$ cat src/design/wake_irq_pkg.sv
// package: constants, modes and carriers for the wake input and interrupt pulse block
package wake_irq_pkg;

  localparam int CLK_MHZ = 100;
  // wake pin filter, typical 16 us
  localparam int FILTER_US = 16;
  localparam int FILTER_CYCLES = FILTER_US * CLK_MHZ;
  // interrupt pulse width and minimum high gap, typical 100 us each
  localparam int IRQ_PULSE_US = 100;
  localparam int IRQ_PULSE_CYCLES = IRQ_PULSE_US * CLK_MHZ;
  localparam int IRQ_GAP_US = 100;
  localparam int IRQ_GAP_CYCLES = IRQ_GAP_US * CLK_MHZ;
  localparam int CNT_W = 14;

  // register map, word index on the plain port
  localparam logic [3:0] ADDR_CTRL = 4'h0;
  localparam logic [3:0] ADDR_BIAS = 4'h1;
  localparam logic [3:0] ADDR_LEVEL = 4'h2;
  localparam logic [3:0] ADDR_STAT1 = 4'h3;
  localparam logic [3:0] ADDR_STAT2 = 4'h4;
  localparam logic [3:0] ADDR_SRCEN = 4'h5;

  // control register fields
  localparam int CTRL_ENABLE_BIT = 0;
  localparam int CTRL_CYCLIC_BIT = 1;
  localparam int CTRL_MODSEL_BIT = 2;
  localparam logic [7:0] CTRL_RESET = 8'h00;
  localparam logic [1:0] BIAS_RESET = 2'h0;
  localparam logic [7:0] SRCEN_RESET = 8'h00;
  localparam int PIN_WAKE_BIT = 0;

  // bias select encoding
  localparam logic [1:0] BIAS_NONE = 2'h0;
  localparam logic [1:0] BIAS_DOWN = 2'h1;
  localparam logic [1:0] BIAS_UP = 2'h2;
  localparam logic [1:0] BIAS_AUTO = 2'h3;

  // chip modes as seen by this block
  localparam logic [2:0] MODE_NORMAL = 3'h0;
  localparam logic [2:0] MODE_STOP = 3'h1;
  localparam logic [2:0] MODE_SLEEP = 3'h2;
  localparam logic [2:0] MODE_FAILSAFE = 3'h3;
  localparam logic [2:0] MODE_RESTART = 3'h4;

  typedef struct packed {
    logic [3:0] addr;
    logic [7:0] wdata;
    logic wr;
    logic rd;
  } reg_req_t;

  typedef struct packed {
    logic pull_up;
    logic pull_down;
  } bias_drive_t;

endpackage

$ cat src/design/wake_irq.sv
// wake input filter, wake status flags and interrupt pulse generator
//
// The implementer's own choices: the register addresses and the address-and-strobe port.
`timescale 1ns/1ns
module wake_irq (
  input wire logic clk,
  input wire logic resetn,
  input wire logic wake_pin,
  input wire logic [2:0] chip_mode,
  input wire logic stop_entry,
  input wire logic cyclic_window,
  input wire logic buck_auto_pwm,
  input wire logic [7:0] other_wake_events,
  input wire logic [3:0] addr,
  input wire logic [7:0] wdata,
  input wire logic wr,
  input wire logic rd,
  output logic [7:0] rdata,
  output logic irq_n_out,
  output logic wake_request,
  output logic restart_request,
  output logic buck_pwm_select,
  output logic pull_up_en,
  output logic pull_down_en
);

  // --------------------------------------------------------------
  // reset release
  // --------------------------------------------------------------
  logic rst_meta;
  logic rst_n;
  always_ff @(posedge clk or negedge resetn) begin
    if (!resetn) begin
      rst_meta <= 1'b0;
      rst_n <= 1'b0;
    end else begin
      rst_meta <= 1'b1;
      rst_n <= rst_meta;
    end
  end

  wake_irq_pkg::reg_req_t req;
  assign req = '{addr: addr, wdata: wdata, wr: wr, rd: rd};

  function automatic logic hit(input wake_irq_pkg::reg_req_t r, input logic [3:0] a);
    hit = r.addr == a;
  endfunction

  // --------------------------------------------------------------
  // registers written by software
  // --------------------------------------------------------------
  logic [7:0] ctrl;
  logic [1:0] bias_sel;
  logic [7:0] src_en;
  always_ff @(posedge clk or negedge rst_n) begin
    if (!rst_n) begin
      ctrl <= wake_irq_pkg::CTRL_RESET;
      bias_sel <= wake_irq_pkg::BIAS_RESET;
      src_en <= wake_irq_pkg::SRCEN_RESET;
    end else if (req.wr) begin
      if (hit(req, wake_irq_pkg::ADDR_CTRL)) ctrl <= req.wdata;
      if (hit(req, wake_irq_pkg::ADDR_BIAS)) bias_sel <= req.wdata[1:0];
      if (hit(req, wake_irq_pkg::ADDR_SRCEN)) src_en <= req.wdata;
    end
  end

  logic wake_en;
  logic cyclic_mode;
  logic mod_sel;
  assign wake_en = ctrl[wake_irq_pkg::CTRL_ENABLE_BIT];
  assign cyclic_mode = ctrl[wake_irq_pkg::CTRL_CYCLIC_BIT];
  assign mod_sel = ctrl[wake_irq_pkg::CTRL_MODSEL_BIT];

  // --------------------------------------------------------------
  // pin synchroniser and filter
  // --------------------------------------------------------------
  logic s1;
  logic s2;
  logic s3;
  always_ff @(posedge clk or negedge rst_n) begin
    if (!rst_n) begin
      s1 <= 1'b0;
      s2 <= 1'b0;
      s3 <= 1'b0;
    end else begin
      s1 <= wake_pin;
      s2 <= s1;
      s3 <= s2;
    end
  end

  logic raw_level;
  assign raw_level = s3;
  logic pin_agree;
  assign pin_agree = s2 == s3;

  // sensing is active always (static) or only inside cyclic windows
  logic sense_on;
  assign sense_on = !cyclic_mode || cyclic_window;

  logic filt_level;
  logic filt_valid;
  logic [wake_irq_pkg::CNT_W-1:0] filt_cnt;
  logic filt_edge;
  // the first level taken after reset is a baseline, so a pin idling high fakes no edge
  always_ff @(posedge clk or negedge rst_n) begin
    if (!rst_n) begin
      filt_level <= 1'b0;
      filt_valid <= 1'b0;
      filt_cnt <= '0;
      filt_edge <= 1'b0;
    end else begin
      filt_edge <= 1'b0;
      // a glitch shorter than the filter restarts the count
      if (!pin_agree || (filt_valid && raw_level == filt_level) || !sense_on) begin
        filt_cnt <= '0;
      end else if (filt_cnt == wake_irq_pkg::CNT_W'(wake_irq_pkg::FILTER_CYCLES - 1)) begin
        filt_cnt <= '0;
        filt_level <= raw_level;
        filt_valid <= 1'b1;
        filt_edge <= filt_valid;
      end else begin
        filt_cnt <= filt_cnt + 1'b1;
      end
    end
  end

  logic mode_irq;
  assign mode_irq = chip_mode == wake_irq_pkg::MODE_NORMAL ||
                    chip_mode == wake_irq_pkg::MODE_STOP;
  logic in_stop;
  assign in_stop = chip_mode == wake_irq_pkg::MODE_STOP;

  // --------------------------------------------------------------
  // wake actions and status flags
  // --------------------------------------------------------------
  logic pin_wake;
  assign pin_wake = filt_edge && (wake_en || chip_mode == wake_irq_pkg::MODE_FAILSAFE);

  logic irq_fall;
  logic [7:0] pend1;
  logic [7:0] pend2;
  logic [7:0] stat1;
  logic [7:0] stat2;
  logic [7:0] ev1;
  assign ev1 = pin_wake ? 8'h01 : 8'h00;

  // events collect in pending bits; they post to status at the pulse's falling edge
  always_ff @(posedge clk or negedge rst_n) begin
    if (!rst_n) begin
      pend1 <= 8'h00;
      pend2 <= 8'h00;
    end else if (irq_fall) begin
      pend1 <= ev1;
      pend2 <= other_wake_events;
    end else begin
      pend1 <= pend1 | ev1;
      pend2 <= pend2 | other_wake_events;
    end
  end

  // set wins over a same-cycle clear
  always_ff @(posedge clk or negedge rst_n) begin
    if (!rst_n) begin
      stat1 <= 8'h00;
      stat2 <= 8'h00;
    end else begin
      stat1 <= (stat1 & ~((req.wr && hit(req, wake_irq_pkg::ADDR_STAT1)) ? req.wdata : 8'h00))
               | (irq_fall ? pend1 : 8'h00);
      stat2 <= (stat2 & ~((req.wr && hit(req, wake_irq_pkg::ADDR_STAT2)) ? req.wdata : 8'h00))
               | (irq_fall ? pend2 : 8'h00);
    end
  end

  // --------------------------------------------------------------
  // interrupt causes
  // --------------------------------------------------------------
  logic pwm_prev;
  logic pwm_armed;
  logic irq_req;
  logic irq_event;
  // the first cycle after reset only loads the history, so a level already high is no edge
  always_ff @(posedge clk or negedge rst_n) begin
    if (!rst_n) begin
      pwm_prev <= 1'b0;
      pwm_armed <= 1'b0;
    end else begin
      pwm_prev <= buck_auto_pwm;
      pwm_armed <= 1'b1;
    end
  end
  // only events count: enabled wake events, stop entry with flags set, a buck PWM rise in stop; level status is never a cause
  assign irq_event = mode_irq && (
      (pin_wake && wake_en) ||
      |(other_wake_events & src_en) ||
      (stop_entry && (|stat1 || |stat2)) ||
      (in_stop && pwm_armed && buck_auto_pwm && !pwm_prev));

  typedef enum logic [2:0] {
    ST_IDLE = 3'b001,
    ST_LOW = 3'b010,
    ST_GAP = 3'b100
  } irq_state_t;
  irq_state_t st;
  logic [wake_irq_pkg::CNT_W-1:0] irq_cnt;

  // a request that arrives during a pulse or gap waits for the next free slot
  always_ff @(posedge clk or negedge rst_n) begin
    if (!rst_n) irq_req <= 1'b0;
    else if (irq_event) irq_req <= 1'b1;
    else if (st == ST_IDLE) irq_req <= 1'b0;
  end

  assign irq_fall = st == ST_IDLE && irq_req;

  always_ff @(posedge clk or negedge rst_n) begin
    if (!rst_n) begin
      st <= ST_IDLE;
      irq_cnt <= '0;
      irq_n_out <= 1'b1;
    end else begin
      case (st)
        ST_IDLE: begin
          if (irq_req) begin
            st <= ST_LOW;
            irq_cnt <= '0;
            irq_n_out <= 1'b0;
          end
        end
        ST_LOW: begin
          if (irq_cnt == wake_irq_pkg::CNT_W'(wake_irq_pkg::IRQ_PULSE_CYCLES - 1)) begin
            st <= ST_GAP;
            irq_cnt <= '0;
            irq_n_out <= 1'b1;
          end else begin
            irq_cnt <= irq_cnt + 1'b1;
          end
        end
        ST_GAP: begin
          if (irq_cnt == wake_irq_pkg::CNT_W'(wake_irq_pkg::IRQ_GAP_CYCLES - 1)) begin
            st <= ST_IDLE;
          end else begin
            irq_cnt <= irq_cnt + 1'b1;
          end
        end
        default: begin
          st <= ST_IDLE;
          irq_n_out <= 1'b1;
        end
      endcase
    end
  end

  // --------------------------------------------------------------
  // wake, restart, modulation and bias outputs
  // --------------------------------------------------------------
  // these are requests only; the mode itself is owned elsewhere
  always_ff @(posedge clk or negedge rst_n) begin
    if (!rst_n) begin
      wake_request <= 1'b0;
      restart_request <= 1'b0;
    end else begin
      wake_request <= pin_wake && wake_en && chip_mode == wake_irq_pkg::MODE_SLEEP;
      restart_request <= filt_edge && chip_mode == wake_irq_pkg::MODE_FAILSAFE;
    end
  end

  always_ff @(posedge clk or negedge rst_n) begin
    if (!rst_n) buck_pwm_select <= 1'b0;
    else if (mod_sel && in_stop && pin_agree) buck_pwm_select <= raw_level;
    else if (!(mod_sel && in_stop)) buck_pwm_select <= 1'b0;
  end

  wake_irq_pkg::bias_drive_t next_bias;
  always_comb begin
    case (bias_sel)
      wake_irq_pkg::BIAS_DOWN: next_bias = '{pull_up: 1'b0, pull_down: 1'b1};
      wake_irq_pkg::BIAS_UP: next_bias = '{pull_up: 1'b1, pull_down: 1'b0};
      wake_irq_pkg::BIAS_AUTO: next_bias = '{pull_up: raw_level, pull_down: !raw_level};
      default: next_bias = '{pull_up: 1'b0, pull_down: 1'b0};
    endcase
  end
  always_ff @(posedge clk or negedge rst_n) begin
    if (!rst_n) begin
      pull_up_en <= 1'b0;
      pull_down_en <= 1'b0;
    end else begin
      pull_up_en <= next_bias.pull_up;
      pull_down_en <= next_bias.pull_down;
    end
  end

  // --------------------------------------------------------------
  // read port, data in the cycle after the strobe
  // --------------------------------------------------------------
  logic [7:0] next_rdata;
  always_comb begin
    next_rdata = 8'h00;
    case (req.addr)
      wake_irq_pkg::ADDR_CTRL: next_rdata = ctrl;
      wake_irq_pkg::ADDR_BIAS: next_rdata = {6'h00, bias_sel};
      wake_irq_pkg::ADDR_LEVEL: next_rdata = {7'h00, mode_irq && raw_level};
      wake_irq_pkg::ADDR_STAT1: next_rdata = stat1;
      wake_irq_pkg::ADDR_STAT2: next_rdata = stat2;
      wake_irq_pkg::ADDR_SRCEN: next_rdata = src_en;
      default: next_rdata = 8'h00;
    endcase
  end
  always_ff @(posedge clk or negedge rst_n) begin
    if (!rst_n) rdata <= 8'h00;
    else if (req.rd) rdata <= next_rdata;
    else rdata <= 8'h00;
  end

  // --------------------------------------------------------------
  // checks
  // --------------------------------------------------------------
  property p_pulse_len;
    @(posedge clk) disable iff (!rst_n)
      $fell(irq_n_out) |-> !irq_n_out [*8];
  endproperty
  a_pulse_len: assert property (p_pulse_len) else $error("irq pulse too short");

  property p_gap;
    @(posedge clk) disable iff (!rst_n)
      $rose(irq_n_out) |-> irq_n_out [*8];
  endproperty
  a_gap: assert property (p_gap) else $error("irq gap too short");

  property p_pulse_end;
    @(posedge clk) disable iff (!rst_n)
      (st == ST_LOW && irq_cnt == wake_irq_pkg::CNT_W'(wake_irq_pkg::IRQ_PULSE_CYCLES - 1))
      |=> irq_n_out && st == ST_GAP;
  endproperty
  a_pulse_end: assert property (p_pulse_end) else $error("irq pulse did not end");

  property p_restart;
    @(posedge clk) disable iff (!rst_n)
      (filt_edge && chip_mode == wake_irq_pkg::MODE_FAILSAFE) |=> restart_request;
  endproperty
  a_restart: assert property (p_restart) else $error("no restart request");

  property p_edge_level;
    @(posedge clk) disable iff (!rst_n)
      filt_edge |-> filt_level != $past(filt_level);
  endproperty
  a_edge_level: assert property (p_edge_level) else $error("edge without level change");

  property p_filter;
    @(posedge clk) disable iff (!rst_n)
      $changed(filt_level) |-> $past(raw_level) == filt_level;
  endproperty
  a_filter: assert property (p_filter) else $error("filter took wrong level");

  property p_flag;
    @(posedge clk) disable iff (!rst_n)
      (irq_fall && pend1[wake_irq_pkg::PIN_WAKE_BIT]) |=> stat1[wake_irq_pkg::PIN_WAKE_BIT];
  endproperty
  a_flag: assert property (p_flag) else $error("pin wake flag missing");

  property p_sleep_wake;
    @(posedge clk) disable iff (!rst_n)
      (pin_wake && wake_en && chip_mode == wake_irq_pkg::MODE_SLEEP) |=> wake_request;
  endproperty
  a_sleep_wake: assert property (p_sleep_wake) else $error("no wake from sleep");

endmodule

$ cat config.mk
export PLATFORM = sky130hd
export DESIGN_NAME = wake_irq
export DESIGN_NICKNAME = d
export VERILOG_FILES = /design/src/design/wake_irq_pkg.sv /design/src/design/wake_irq.sv
export SDC_FILE = /design/constraint.sdc
export NUM_CORES = 1
export LEC_CHECK = 0
export BUFFER_PORTS_ARGS = -buffer_cell sky130_fd_sc_hd__buf_2
export CAP_MARGIN = 20
export CORE_AREA = 8 8 103 105
export DETAILED_ROUTE_END_ITERATION = 8
export DIE_AREA = 0 0 111 113
export MAX_ROUTING_LAYER = met4
export PLACE_DENSITY_LB_ADDON = 0.2
export SETUP_SLACK_MARGIN = 0.3
export SYNTH_ARGS = -nofsm -noshare
export SYNTH_HDL_FRONTEND = slang
export SYNTH_SLANG_ARGS = --single-unit
$ cat constraint.sdc
create_clock -name clk -period 3.4 [get_ports clk]
set_input_delay 0.34 -clock clk [delete_from_list [all_inputs] [get_ports clk]]
set_output_delay 0.34 -clock clk [all_outputs]
set_load 0.05 [all_outputs]
==> flow_metrics.env, run 1 <==
export IMPL_path_class="register to register"
export IMPL_slowest_delay_ps=650
export IMPL_grt_pass1_vias=3382
export IMPL_fin_crit_sh_pct=68.71
export IMPL_hp_class="primary input to register"
export IMPL_globalplace_congestion=0.8760
export IMPL_skew_ps=14.01
export IMPL_endpoint_kind="register"
export IMPL_die_w_um=111
export IMPL_die_h_um=113
export IMPL_ys_warnings_count=0
export IMPL_crit_chain="nand4bb_1 > o21ai_1 > a2bb2oi_2 > or3_2 > a21oi_1"
export IMPL_worstPathArrival_ps=2610
export IMPL_antenna_found_initial=0
export IMPL_slew_viol_final=0
export IMPL_cts_resized=0
export IMPL_synth_area_leaders="dfrtp_1 (56%), mux2_2 (5.4%), nor2_1 (3.2%)"
export IMPL_die_area_um2=12540
export IMPL_firstDrtPassIters=4
export IMPL_rsz0062_at_grt="no"
export IMPL_power_share_clock_pct=33.6
export IMPL_synth_edf_count=0
export IMPL_status="finished clean"
export IMPL_ioPinCount=45
export IMPL_routedWlPerCell_um=17.65
export IMPL_slew_headroom_pct=48.66
export IMPL_worstRegToRegCells=5
export IMPL_drive_above_1_share_pct=23.69
export IMPL_worst_slew_pin_slew_ps=766.0
export IMPL_htreeDepth=3
export IMPL_synth_top_cell_area_share_pct=55.51
export IMPL_fmax_mhz=428.1
export IMPL_hpwl_um=7024
export IMPL_place_ws_ps=1023
export IMPL_cts_sinks=99
export IMPL_syn_inst=384
export IMPL_clockBufferDepth=2
export IMPL_holdWs_ps=78.93
export IMPL_fin_cells=550
export IMPL_cts_setup_buffers=0
export IMPL_area_growth_syn_to_layout_pct=13.68
export IMPL_cts_hold_fix_buffers=1
export IMPL_fin_setup_tns_ps=0
export IMPL_grt_util_all_layers_pct=16.71
export IMPL_synth_top_cell_by_area="dfrtp_1"
export IMPL_first_iter_violations=196
export IMPL_p_sw_mw=0.5979
export IMPL_fin_area_um2=4971
export IMPL_cts_made_buffers=9
export IMPL_synth_area_um2=4373
export IMPL_cp_start_kind="register"
export IMPL_crit_slowest_cell="dfstp_2"
export IMPL_cts_root_buf="clkbuf_8"
export IMPL_routed_wl_um=9708
export IMPL_cts_tree="yes"
export IMPL_overflow=0
export IMPL_synth_ff_type="dfrtp_1"
export IMPL_required_ps=3680
export IMPL_ys_types=61
export IMPL_finalHoldViolCount=0
export IMPL_combPwrFrac_pct=10.1
export IMPL_numPlacedInstances=532
export IMPL_p_total_mw=2.348
export IMPL_nets=467
export IMPL_io_buffers=44
export IMPL_drc=0
export IMPL_ant_nets=0
export IMPL_reg2reg_from="st[0]"
export IMPL_start_util_pct=48.71
export IMPL_fin_util_pct=55.37
export IMPL_synth_seq_cells=99
export IMPL_grt_pass1_wl_um=16730
export IMPL_setup_viol=0
export IMPL_switching_share_pct=25.47
export IMPL_rr_endpoint="irq_cnt[9]"
export IMPL_vias_per_cell=5.693
export IMPL_vias=3131
export IMPL_peakVddDrop_mv=0.2663
export IMPL_crit_start="st[0]"
export IMPL_synthArstFlopShare_pct=100.0
export IMPL_leakagePower_nw=2.176
export IMPL_seq_area_frac_synth_pct=56.71
export IMPL_n_antenna_cell=0
export IMPL_worst_slack_ps=1064
export IMPL_grt_max_degree=78
export IMPL_seqPwrFrac_pct=56.3
export IMPL_path_clk_slew_ps=100
export IMPL_power_density_nw_per_um2=472.2
export IMPL_maxCapViolCount=0
export IMPL_core_um2=8977
export IMPL_placedInstanceArea_um2=4722
export IMPL_insertion_delay_ps=360
export IMPL_p_int_mw=1.750
export IMPL_rows=35
export IMPL_ff2ff_setup_slack_ps=1060
export IMPL_synth_avg_cell_area_um2=11.39
export IMPL_fin_crit_ps=2336
export IMPL_cp_max_fo=12
export IMPL_crit_path_end="irq_cnt[9]"
[state kept, by name (all words and copies together) (netlist names), 2 cells and up]
name      count
bias_sel      2
ctrl          8
filt_cnt     14
irq_cnt      14
pend2         8
rdata         8
src_en        8
st            3
stat1         8
stat2         8
[cells in the final DEF, fill, tap and decap left out, drive strengths merged, types with 3 or more instances in the layout]
cell type	n
dfrtp	97
buf	50
nor2	39
nand2	28
mux2	21
a21oi	14
nand3	12
clkbuf	12
o21ai	12
a22o	11
a21boi	9
xor2	9
or3	9
a21o	8
inv	8
nor3	8
a221oi	7
xnor2	7
nor4	7
and2	6
a22oi	6
and3	6
nand2b	5
nand4	4
nor3b	3
mux2i	3
nor4b	3
[cells by family (layout without fill, tap and decap cells)]
kind of cell	Yosys count	in the layout	share of synthesized area, %
buffers and inverters	20	74	1.860
AOI/OAI and AO/OA	84	84	14.13
and+or+nand+nor	137	137	16.82
adders and majority gates	2	2	0.5722
other	1	2	0.08575
muxes	25	25	6.610
DFF	99	99	56.71
xor gates and xnor gates	16	16	3.205
[per-layer routing]
| layer | GRT usage [%] | part of all wire [%] | routed length (um) | vias up |
|---|---|---|---|---|
| met5 | - | 0 | 0 | - |
| met4 | 5.495 | 1.6 | 159 | 0 |
| met3 | 4.021 | 3.3 | 319 | 13 |
| met2 | 26.47 | 50 | 4869 | 63 |
| met1 | 20.63 | 45 | 4359 | 1556 |
| li1 | - | - | - | 1499 |
[synthesized netlist by cell type (8+ instances only)]
master and count:
a21o_1 8, mux2_2 21, o21ai_1 8, nand2_1 27, a22o_1 11, xor2_1 9, a21boi_0 9, nand3_1 12
nor2_1 37, clkbuf_1 9, a21oi_1 14, dfrtp_1 97
[area by class of cell]
cell class	instances	area (um2)
clock inverter	4	56.30
sequential	99	2484
tap	111	138.9
inverter	7	26.28
multi-input combinational	266	1815
timing repair buffer	51	295.3
fill	775	4006
clock buffer	12	155.1
[worst max-delay path: cells and delay by family, from the launching register on]
| family | cells | cell delay, ps |
|---|---|---|
| AOI/OAI and AO/OA | 3 | 690 |
| DFF | 1 | 650 |
| and+or+nand+nor | 2 | 920 |
[power by group through the flow]
stage	clock (mW)	combinational, mW	sequential [mW]
detailed placement	0	0.218	1.36
floorplan	0	0.124	1.36
global placement	0	0.215	1.36
global route	0.860	0.262	1.33
finish	0.789	0.237	1.32
CTS	0.812	0.219	1.34
[how the worst min path moves through the flow]
stage / startpoint / to / cells past startpoint
floorplan: resetn / rst_meta / 0
global placement: resetn / rst_meta / 1
detailed placement: resetn / rst_meta / 1
CTS: wake_pin / s1 / 1
global route: wake_pin / s1 / 1
finish: wake_pin / s1 / 1
(Power assumes the default switching activity.)
==> run 2: changes to the inputs <==
==> constraint.sdc (replaced) <==
create_clock -name clk -period 2.2 [get_ports clk]
set_input_delay 0.22 -clock clk [delete_from_list [all_inputs] [get_ports clk]]
set_output_delay 0.22 -clock clk [all_outputs]
set_load 0.05 [all_outputs]
==> flow_metrics.env, run 2 (synthesized netlist as in run 1, its figures left out) <==
export IMPL_cts_sinks=99
export IMPL_path_clk_slew_ps=100
export IMPL_nets=485
export IMPL_die_w_um=111
export IMPL_start_util_pct=48.71
export IMPL_setup_viol=0
export IMPL_fin_crit_ps=1860
export IMPL_hold_depth=2
export IMPL_cp_start_kind="register"
export IMPL_required_ps=2490
export IMPL_skew_ps=9.041
export IMPL_drive_above_1_share_pct=29.54
export IMPL_rr_endpoint="irq_cnt[8]"
export IMPL_slew_headroom_pct=57.86
export IMPL_hp_start="other_wake_events[0]"
export IMPL_grt_max_degree=49
export IMPL_status="finished clean"
export IMPL_rsz0062_at_grt="yes"
export IMPL_rows=35
export IMPL_clockBufferDepth=2
export IMPL_ant_nets=0
export IMPL_fin_util_pct=57.56
export IMPL_die_h_um=113
export IMPL_hp_class="primary input to register"
export IMPL_area_growth_syn_to_layout_pct=18.17
export IMPL_maxCapViolCount=0
export IMPL_cts_root_buf="clkbuf_8"
export IMPL_worst_slew_pin_slew_ps=632.1
export IMPL_routed_wl_um=10040
export IMPL_routedWlPerCell_um=17.67
export IMPL_reg2reg_from="st[1]"
export IMPL_power_density_nw_per_um2=676.8
export IMPL_grt_pass1_wl_um=16610
export IMPL_leakagePower_nw=2.260
export IMPL_cts_tree="yes"
export IMPL_worstRegToRegCells=5
export IMPL_peakVddDrop_mv=0.4149
export IMPL_slew_viol_final=0
export IMPL_mostFrequentLayoutCells="dfrtp_1 (93), buf_2 (44), nor2_1 (37)"
export IMPL_ioPinCount=45
export IMPL_whs_endpoint="pend2[0]"
export IMPL_ff2ff_setup_slack_ps=340
export IMPL_n_antenna_cell=0
export IMPL_vias=3257
export IMPL_hpwl_um=7044
export IMPL_grt_util_all_layers_pct=16.62
export IMPL_globalplace_congestion=0.8387
export IMPL_cp_max_fo=8
export IMPL_core_um2=8977
export IMPL_final_common_cell="dfrtp_1"
export IMPL_vias_per_cell=5.734
export IMPL_htreeDepth=3
export IMPL_reg_largest_list="filt_cnt x14, irq_cnt x14"
export IMPL_first_iter_violations=189
export IMPL_firstDrtPassIters=5
export IMPL_path_class="register to register"
export IMPL_fin_setup_tns_ps=0
export IMPL_finalHoldViolCount=0
export IMPL_io_buffers=44
export IMPL_drc=0
export IMPL_fin_crit_sh_pct=84.53
export IMPL_overflow=0
export IMPL_insertion_delay_ps=370
export IMPL_endpoint_kind="register"
export IMPL_fmax_mhz=537.8
export IMPL_antenna_found_initial=0
export IMPL_die_area_um2=12540
export IMPL_p_total_mw=3.497
export IMPL_worstPathArrival_ps=2150
export IMPL_cts_made_buffers=9
export IMPL_grt_pass1_vias=3355
run 2: how the worst max path moves through the flow:
stage	endpoint	from	cells after the start
finish	irq_cnt[8]	st[1]	5
global route	irq_cnt[10]	st[1]	5
CTS	irq_cnt[8]	irq_cnt[0]	6
detailed placement	irq_cnt[8]	irq_cnt[5]	6
global placement	irq_cnt[10]	irq_cnt[5]	6
floorplan	irq_cnt[10]	irq_cnt[5]	6
run 2: cell type report:
| cell class | count | area [um2] |
|---|---|---|
| well taps | 111 | 138.9 |
| clock inverters | 7 | 60.06 |
| fillers | 746 | 3810 |
| repair buffers | 68 | 431.7 |
| clock buffers | 9 | 123.9 |
| inverters | 7 | 26.28 |
| flip-flops and latches | 99 | 2487 |
| multi-input cells | 267 | 1899 |
run 2: per-layer routing:
layer  wire [um]  global-route usage, %  vias to the layer above
li1            -                      -                     1541
met1        4460                  20.25                     1612
met2        5045                  26.55                       86
met3         345                  4.074                       18
met4         186                  5.586                        0
met5           0                      -                        -
run 2: worst max-delay path, stage by stage, from the launching register on:
cell	delay [ps]
dfrtp_2	460
nand2b_4	180
or3_4	390
o22a_4	240
or3_1	360
a21oi_2	150
run 2: what timing repair did:
| item | in CTS | in global routing |
|---|---|---|
| endpoints found under the setup margin | 12 | 13 |
| buffers inserted | 6 | 4 |
| endpoints found under the hold margin | 4 | 0 |
| hold buffers | 3 | 0 |
| resized for setup | 1 | 22 |
| pin swaps | 2 | 3 |
| gates cloned | 0 | 2 |
run 2: metrics by stage:
stage	instances	worst slack [ps]	hold WS, ps	instance area, um2
after floorplan	385	356.6	-75.59	4378
after global placement	537	288.8	4.354	4772
after detailed placement	537	238.7	6.567	4772
after CTS	562	321.6	24.11	5039
after global routing	568	270.9	25.91	5167
final	568	340.4	45.82	5167
run 2: where the power goes:
| group | internal (mW) | total [mW] | switching, mW |
|---|---|---|---|
| clock | 0.431 | 1.09 | 0.658 |
| sequential | 1.94 | 2.05 | 0.113 |
| combinational | 0.169 | 0.356 | 0.188 |
==> run 3: changes to the inputs <==
--- a/config.mk
+++ b/config.mk
@@ -5,11 +5,12 @@
 export SDC_FILE = /design/constraint.sdc
 export NUM_CORES = 1
 export LEC_CHECK = 0
+export ABC_AREA = 1
 export BUFFER_PORTS_ARGS = -buffer_cell sky130_fd_sc_hd__buf_2
 export CAP_MARGIN = 20
-export CORE_AREA = 8 8 103 105
+export CORE_AREA = 8 8 106 108
 export DETAILED_ROUTE_END_ITERATION = 8
-export DIE_AREA = 0 0 111 113
+export DIE_AREA = 0 0 114 116
 export MAX_ROUTING_LAYER = met4
 export PLACE_DENSITY_LB_ADDON = 0.2
 export SETUP_SLACK_MARGIN = 0.3
==> constraint.sdc (replaced) <==
create_clock -name clk -period 1.9 [get_ports clk]
set_input_delay 0.19 -clock clk [delete_from_list [all_inputs] [get_ports clk]]
set_output_delay 0.19 -clock clk [all_outputs]
set_load 0.05 [all_outputs]
==> flow_metrics.env, run 3 <==
export IMPL_fin_crit_sh_pct=80.61
export IMPL_fin_cells=756
export IMPL_mostFrequentLayoutCells="nand2_1 (138), dfrtp_1 (94), inv_1 (71)"
export IMPL_peakVddDrop_mv=0.5543
export IMPL_rsz0062_at_grt="no"
export IMPL_area_growth_syn_to_layout_pct=17.08
export IMPL_required_ps=2180
export IMPL_ioPinCount=45
export IMPL_slew_headroom_pct=65.94
export IMPL_status="finished clean"
export IMPL_nets=651
export IMPL_routed_wl_um=10820
export IMPL_clockBufferDepth=2
export IMPL_seqPwrFrac_pct=51.3
export IMPL_ys_warnings_count=0
export IMPL_seq_area_frac_synth_pct=53.31
export IMPL_ys_types=39
export IMPL_synth_avg_cell_area_um2=8.474
export IMPL_skew_ps=8.845
export IMPL_drc=0
export IMPL_top_layer_used="met4"
export IMPL_combPwrFrac_pct=23.3
export IMPL_cts_tree="yes"
export IMPL_cts_root_buf="clkbuf_8"
export IMPL_leakagePower_nw=2.661
export IMPL_wl_met2_um=5099
export IMPL_path_clk_slew_ps=100
export IMPL_synthArstFlopShare_pct=100.0
export IMPL_htreeDepth=3
export IMPL_die_area_um2=13220
export IMPL_cts_sinks=99
export IMPL_io_buffers=44
export IMPL_vias=3913
export IMPL_p_int_mw=3.247
export IMPL_cp_start_kind="register"
export IMPL_final_common_cell="nand2_1"
export IMPL_fin_crit_ps=1532
export IMPL_ant_nets=0
export IMPL_endpoint_kind="register"
export IMPL_fmax_mhz=652.9
export IMPL_start_util_pct=48.72
export IMPL_slew_viol_final=0
export IMPL_hpwl_um=7649
export IMPL_synth_top_cell_area_share_pct=52.18
export IMPL_insertion_delay_ps=380
export IMPL_core_um2=9549
export IMPL_grt_max_degree=98
export IMPL_overflow=0
export IMPL_path_class="register to register"
export IMPL_cts_made_buffers=9
export IMPL_rows=36
export IMPL_antenna_found_initial=0
export IMPL_grt_pass1_vias=3883
export IMPL_synth_area_um2=4652
export IMPL_switching_share_pct=35.39
export IMPL_finalHoldViolCount=0
export IMPL_maxCapViolCount=0
export IMPL_synth_seq_cells=99
export IMPL_synth_top_cell_by_area="dfrtp_1"
export IMPL_die_h_um=116
export IMPL_hp_class="primary input to register"
export IMPL_p_sw_mw=1.778
export IMPL_power_density_nw_per_um2=922.6
export IMPL_netlist_top_cells_count="nand2_1 (140), dfrtp_1 (97), inv_1 (71)"
export IMPL_firstDrtPassIters=4
export IMPL_drive_above_1_share_pct=18.14
export IMPL_die_w_um=114
export IMPL_n_antenna_cell=0
export IMPL_globalplace_congestion=0.8298
export IMPL_routedWlPerCell_um=14.31
export IMPL_synth_ff_type="dfrtp_1"
export IMPL_syn_inst=549
export IMPL_reg_largest_list="filt_cnt x14, irq_cnt x14"
export IMPL_worst_slew_pin_slew_ps=509.6
export IMPL_power_share_clock_pct=25.4
export IMPL_synth_edf_count=0
export IMPL_setup_viol=0
export IMPL_grt_pass1_wl_um=18160
export IMPL_fin_setup_tns_ps=0
export IMPL_synth_most_common_cell="nand2_1"
export IMPL_m1WireLength_um=5055
export IMPL_fill_cells=897
export IMPL_numPlacedInstances=728
export IMPL_grt_util_all_layers_pct=17.78
export IMPL_synth_area_leaders="dfrtp_1 (52%), nand2_1 (11%), inv_1 (5.7%)"
export IMPL_vias_per_cell=5.176
export IMPL_cp_max_fo=7
export IMPL_wl_met3_um=544
export IMPL_worstPathArrival_ps=1810
export IMPL_first_iter_violations=214
run 3: layer usage:
metal / GRT usage (%) / vias up
li1: - / 1907
met1: 23.09 / 1905
met2: 27.13 / 93
met3: 4.013 / 8
met4: 5.679 / 0
met5: - / -
run 3: final cells by class:
cell class | instances | area (um2) | area share (%)
Sequential cell | 99 | 2486 | 45.65
Multi-Input combinational cell | 370 | 1946 | 35.72
Timing Repair Buffer | 58 | 350.3 | 6.432
Inverter | 79 | 307.8 | 5.651
Tap cell | 133 | 166.4 | 3.055
Clock buffer | 9 | 123.9 | 2.274
Clock inverter | 7 | 61.31 | 1.126
Timing Repair inverter | 1 | 5.005 | 0.09189
run 3: power by group through the flow:
stage                     Clock (mW)  Sequential (mW)  Combinational (mW)
after detailed placement           0             2.60                1.09
after global routing            1.39             2.61                1.32
after floorplan                    0             2.68               0.675
after global placement             0             2.59                1.06
after CTS                       1.32             2.56                1.10
final                           1.28             2.58                1.17
run 3: path summary, 6_finish.rpt:
| kind | startpoint | end | slack, ps | cells after the start |
|---|---|---|---|---|
| worst max register to register | filt_cnt[0] | filt_cnt[8] | 370 | 8 |
| worst max-delay path | filt_cnt[0] | filt_cnt[8] | 370 | 8 |
| worst min register to register | s1 | s2 | 360 | 0 |
| worst min-delay path | other_wake_events[5] | pend2[5] | 20 | 2 |
| min in group asynchronous | resetn | rst_n | 120 | 2 |
| max in group asynchronous | rst_n | irq_n_out | 1130 | 1 |
run 3: worst max-delay path, cell delays in order (launching register included):
cell	delay, ps
dfrtp_1	430
ha_4	160
nand3_2	120
nor3_4	310
nand2_2	120
nand2_4	120
inv_1	70
nand2_1	60
nor2_1	40
run 3: stage by stage:
| step | setup slack [ps] | power (mW) | utilization, % | area [um2] | hold slack, ps |
|---|---|---|---|---|---|
| 2_1_floorplan | 513.1 | 3.350 | - | 4659 | -105.6 |
| 3_3_place_gp | 427.3 | 3.656 | 53.04 | 5065 | -26.06 |
| 3_5_place_dp | 371.2 | 3.694 | 53.04 | 5065 | -20.46 |
| 4_1_cts | 345.5 | 4.978 | 55.50 | 5300 | 8.333 |
| 5_1_grt | 279.8 | 5.324 | 57.04 | 5446 | 17.49 |
| 6_report | 368.4 | 5.025 | 57.04 | 5446 | 22.71 |
run 3: cell families after synthesis:
| logic type | Yosys count | share of synthesized area [%] |
|---|---|---|
| AND/OR/NAND/NOR | 264 | 25.20 |
| flip-flops | 99 | 53.31 |
| AO/OA/AOI/OAI | 90 | 11.75 |
| buffers and inverters | 81 | 6.858 |
| XOR/XNOR | 12 | 2.259 |
| adder cells (fa/ha/maj) | 2 | 0.5378 |
| other | 1 | 0.08061 |
run 3: repair_timing:
| action | 4_1_cts | 5_1_grt |
|---|---|---|
| endpoints found under the setup margin | 0 | 19 |
| buffers inserted | 0 | 6 |
| hold buffers | 5 | 0 |
| hold endpoints to repair | 6 | 0 |
| resized for setup | 0 | 22 |
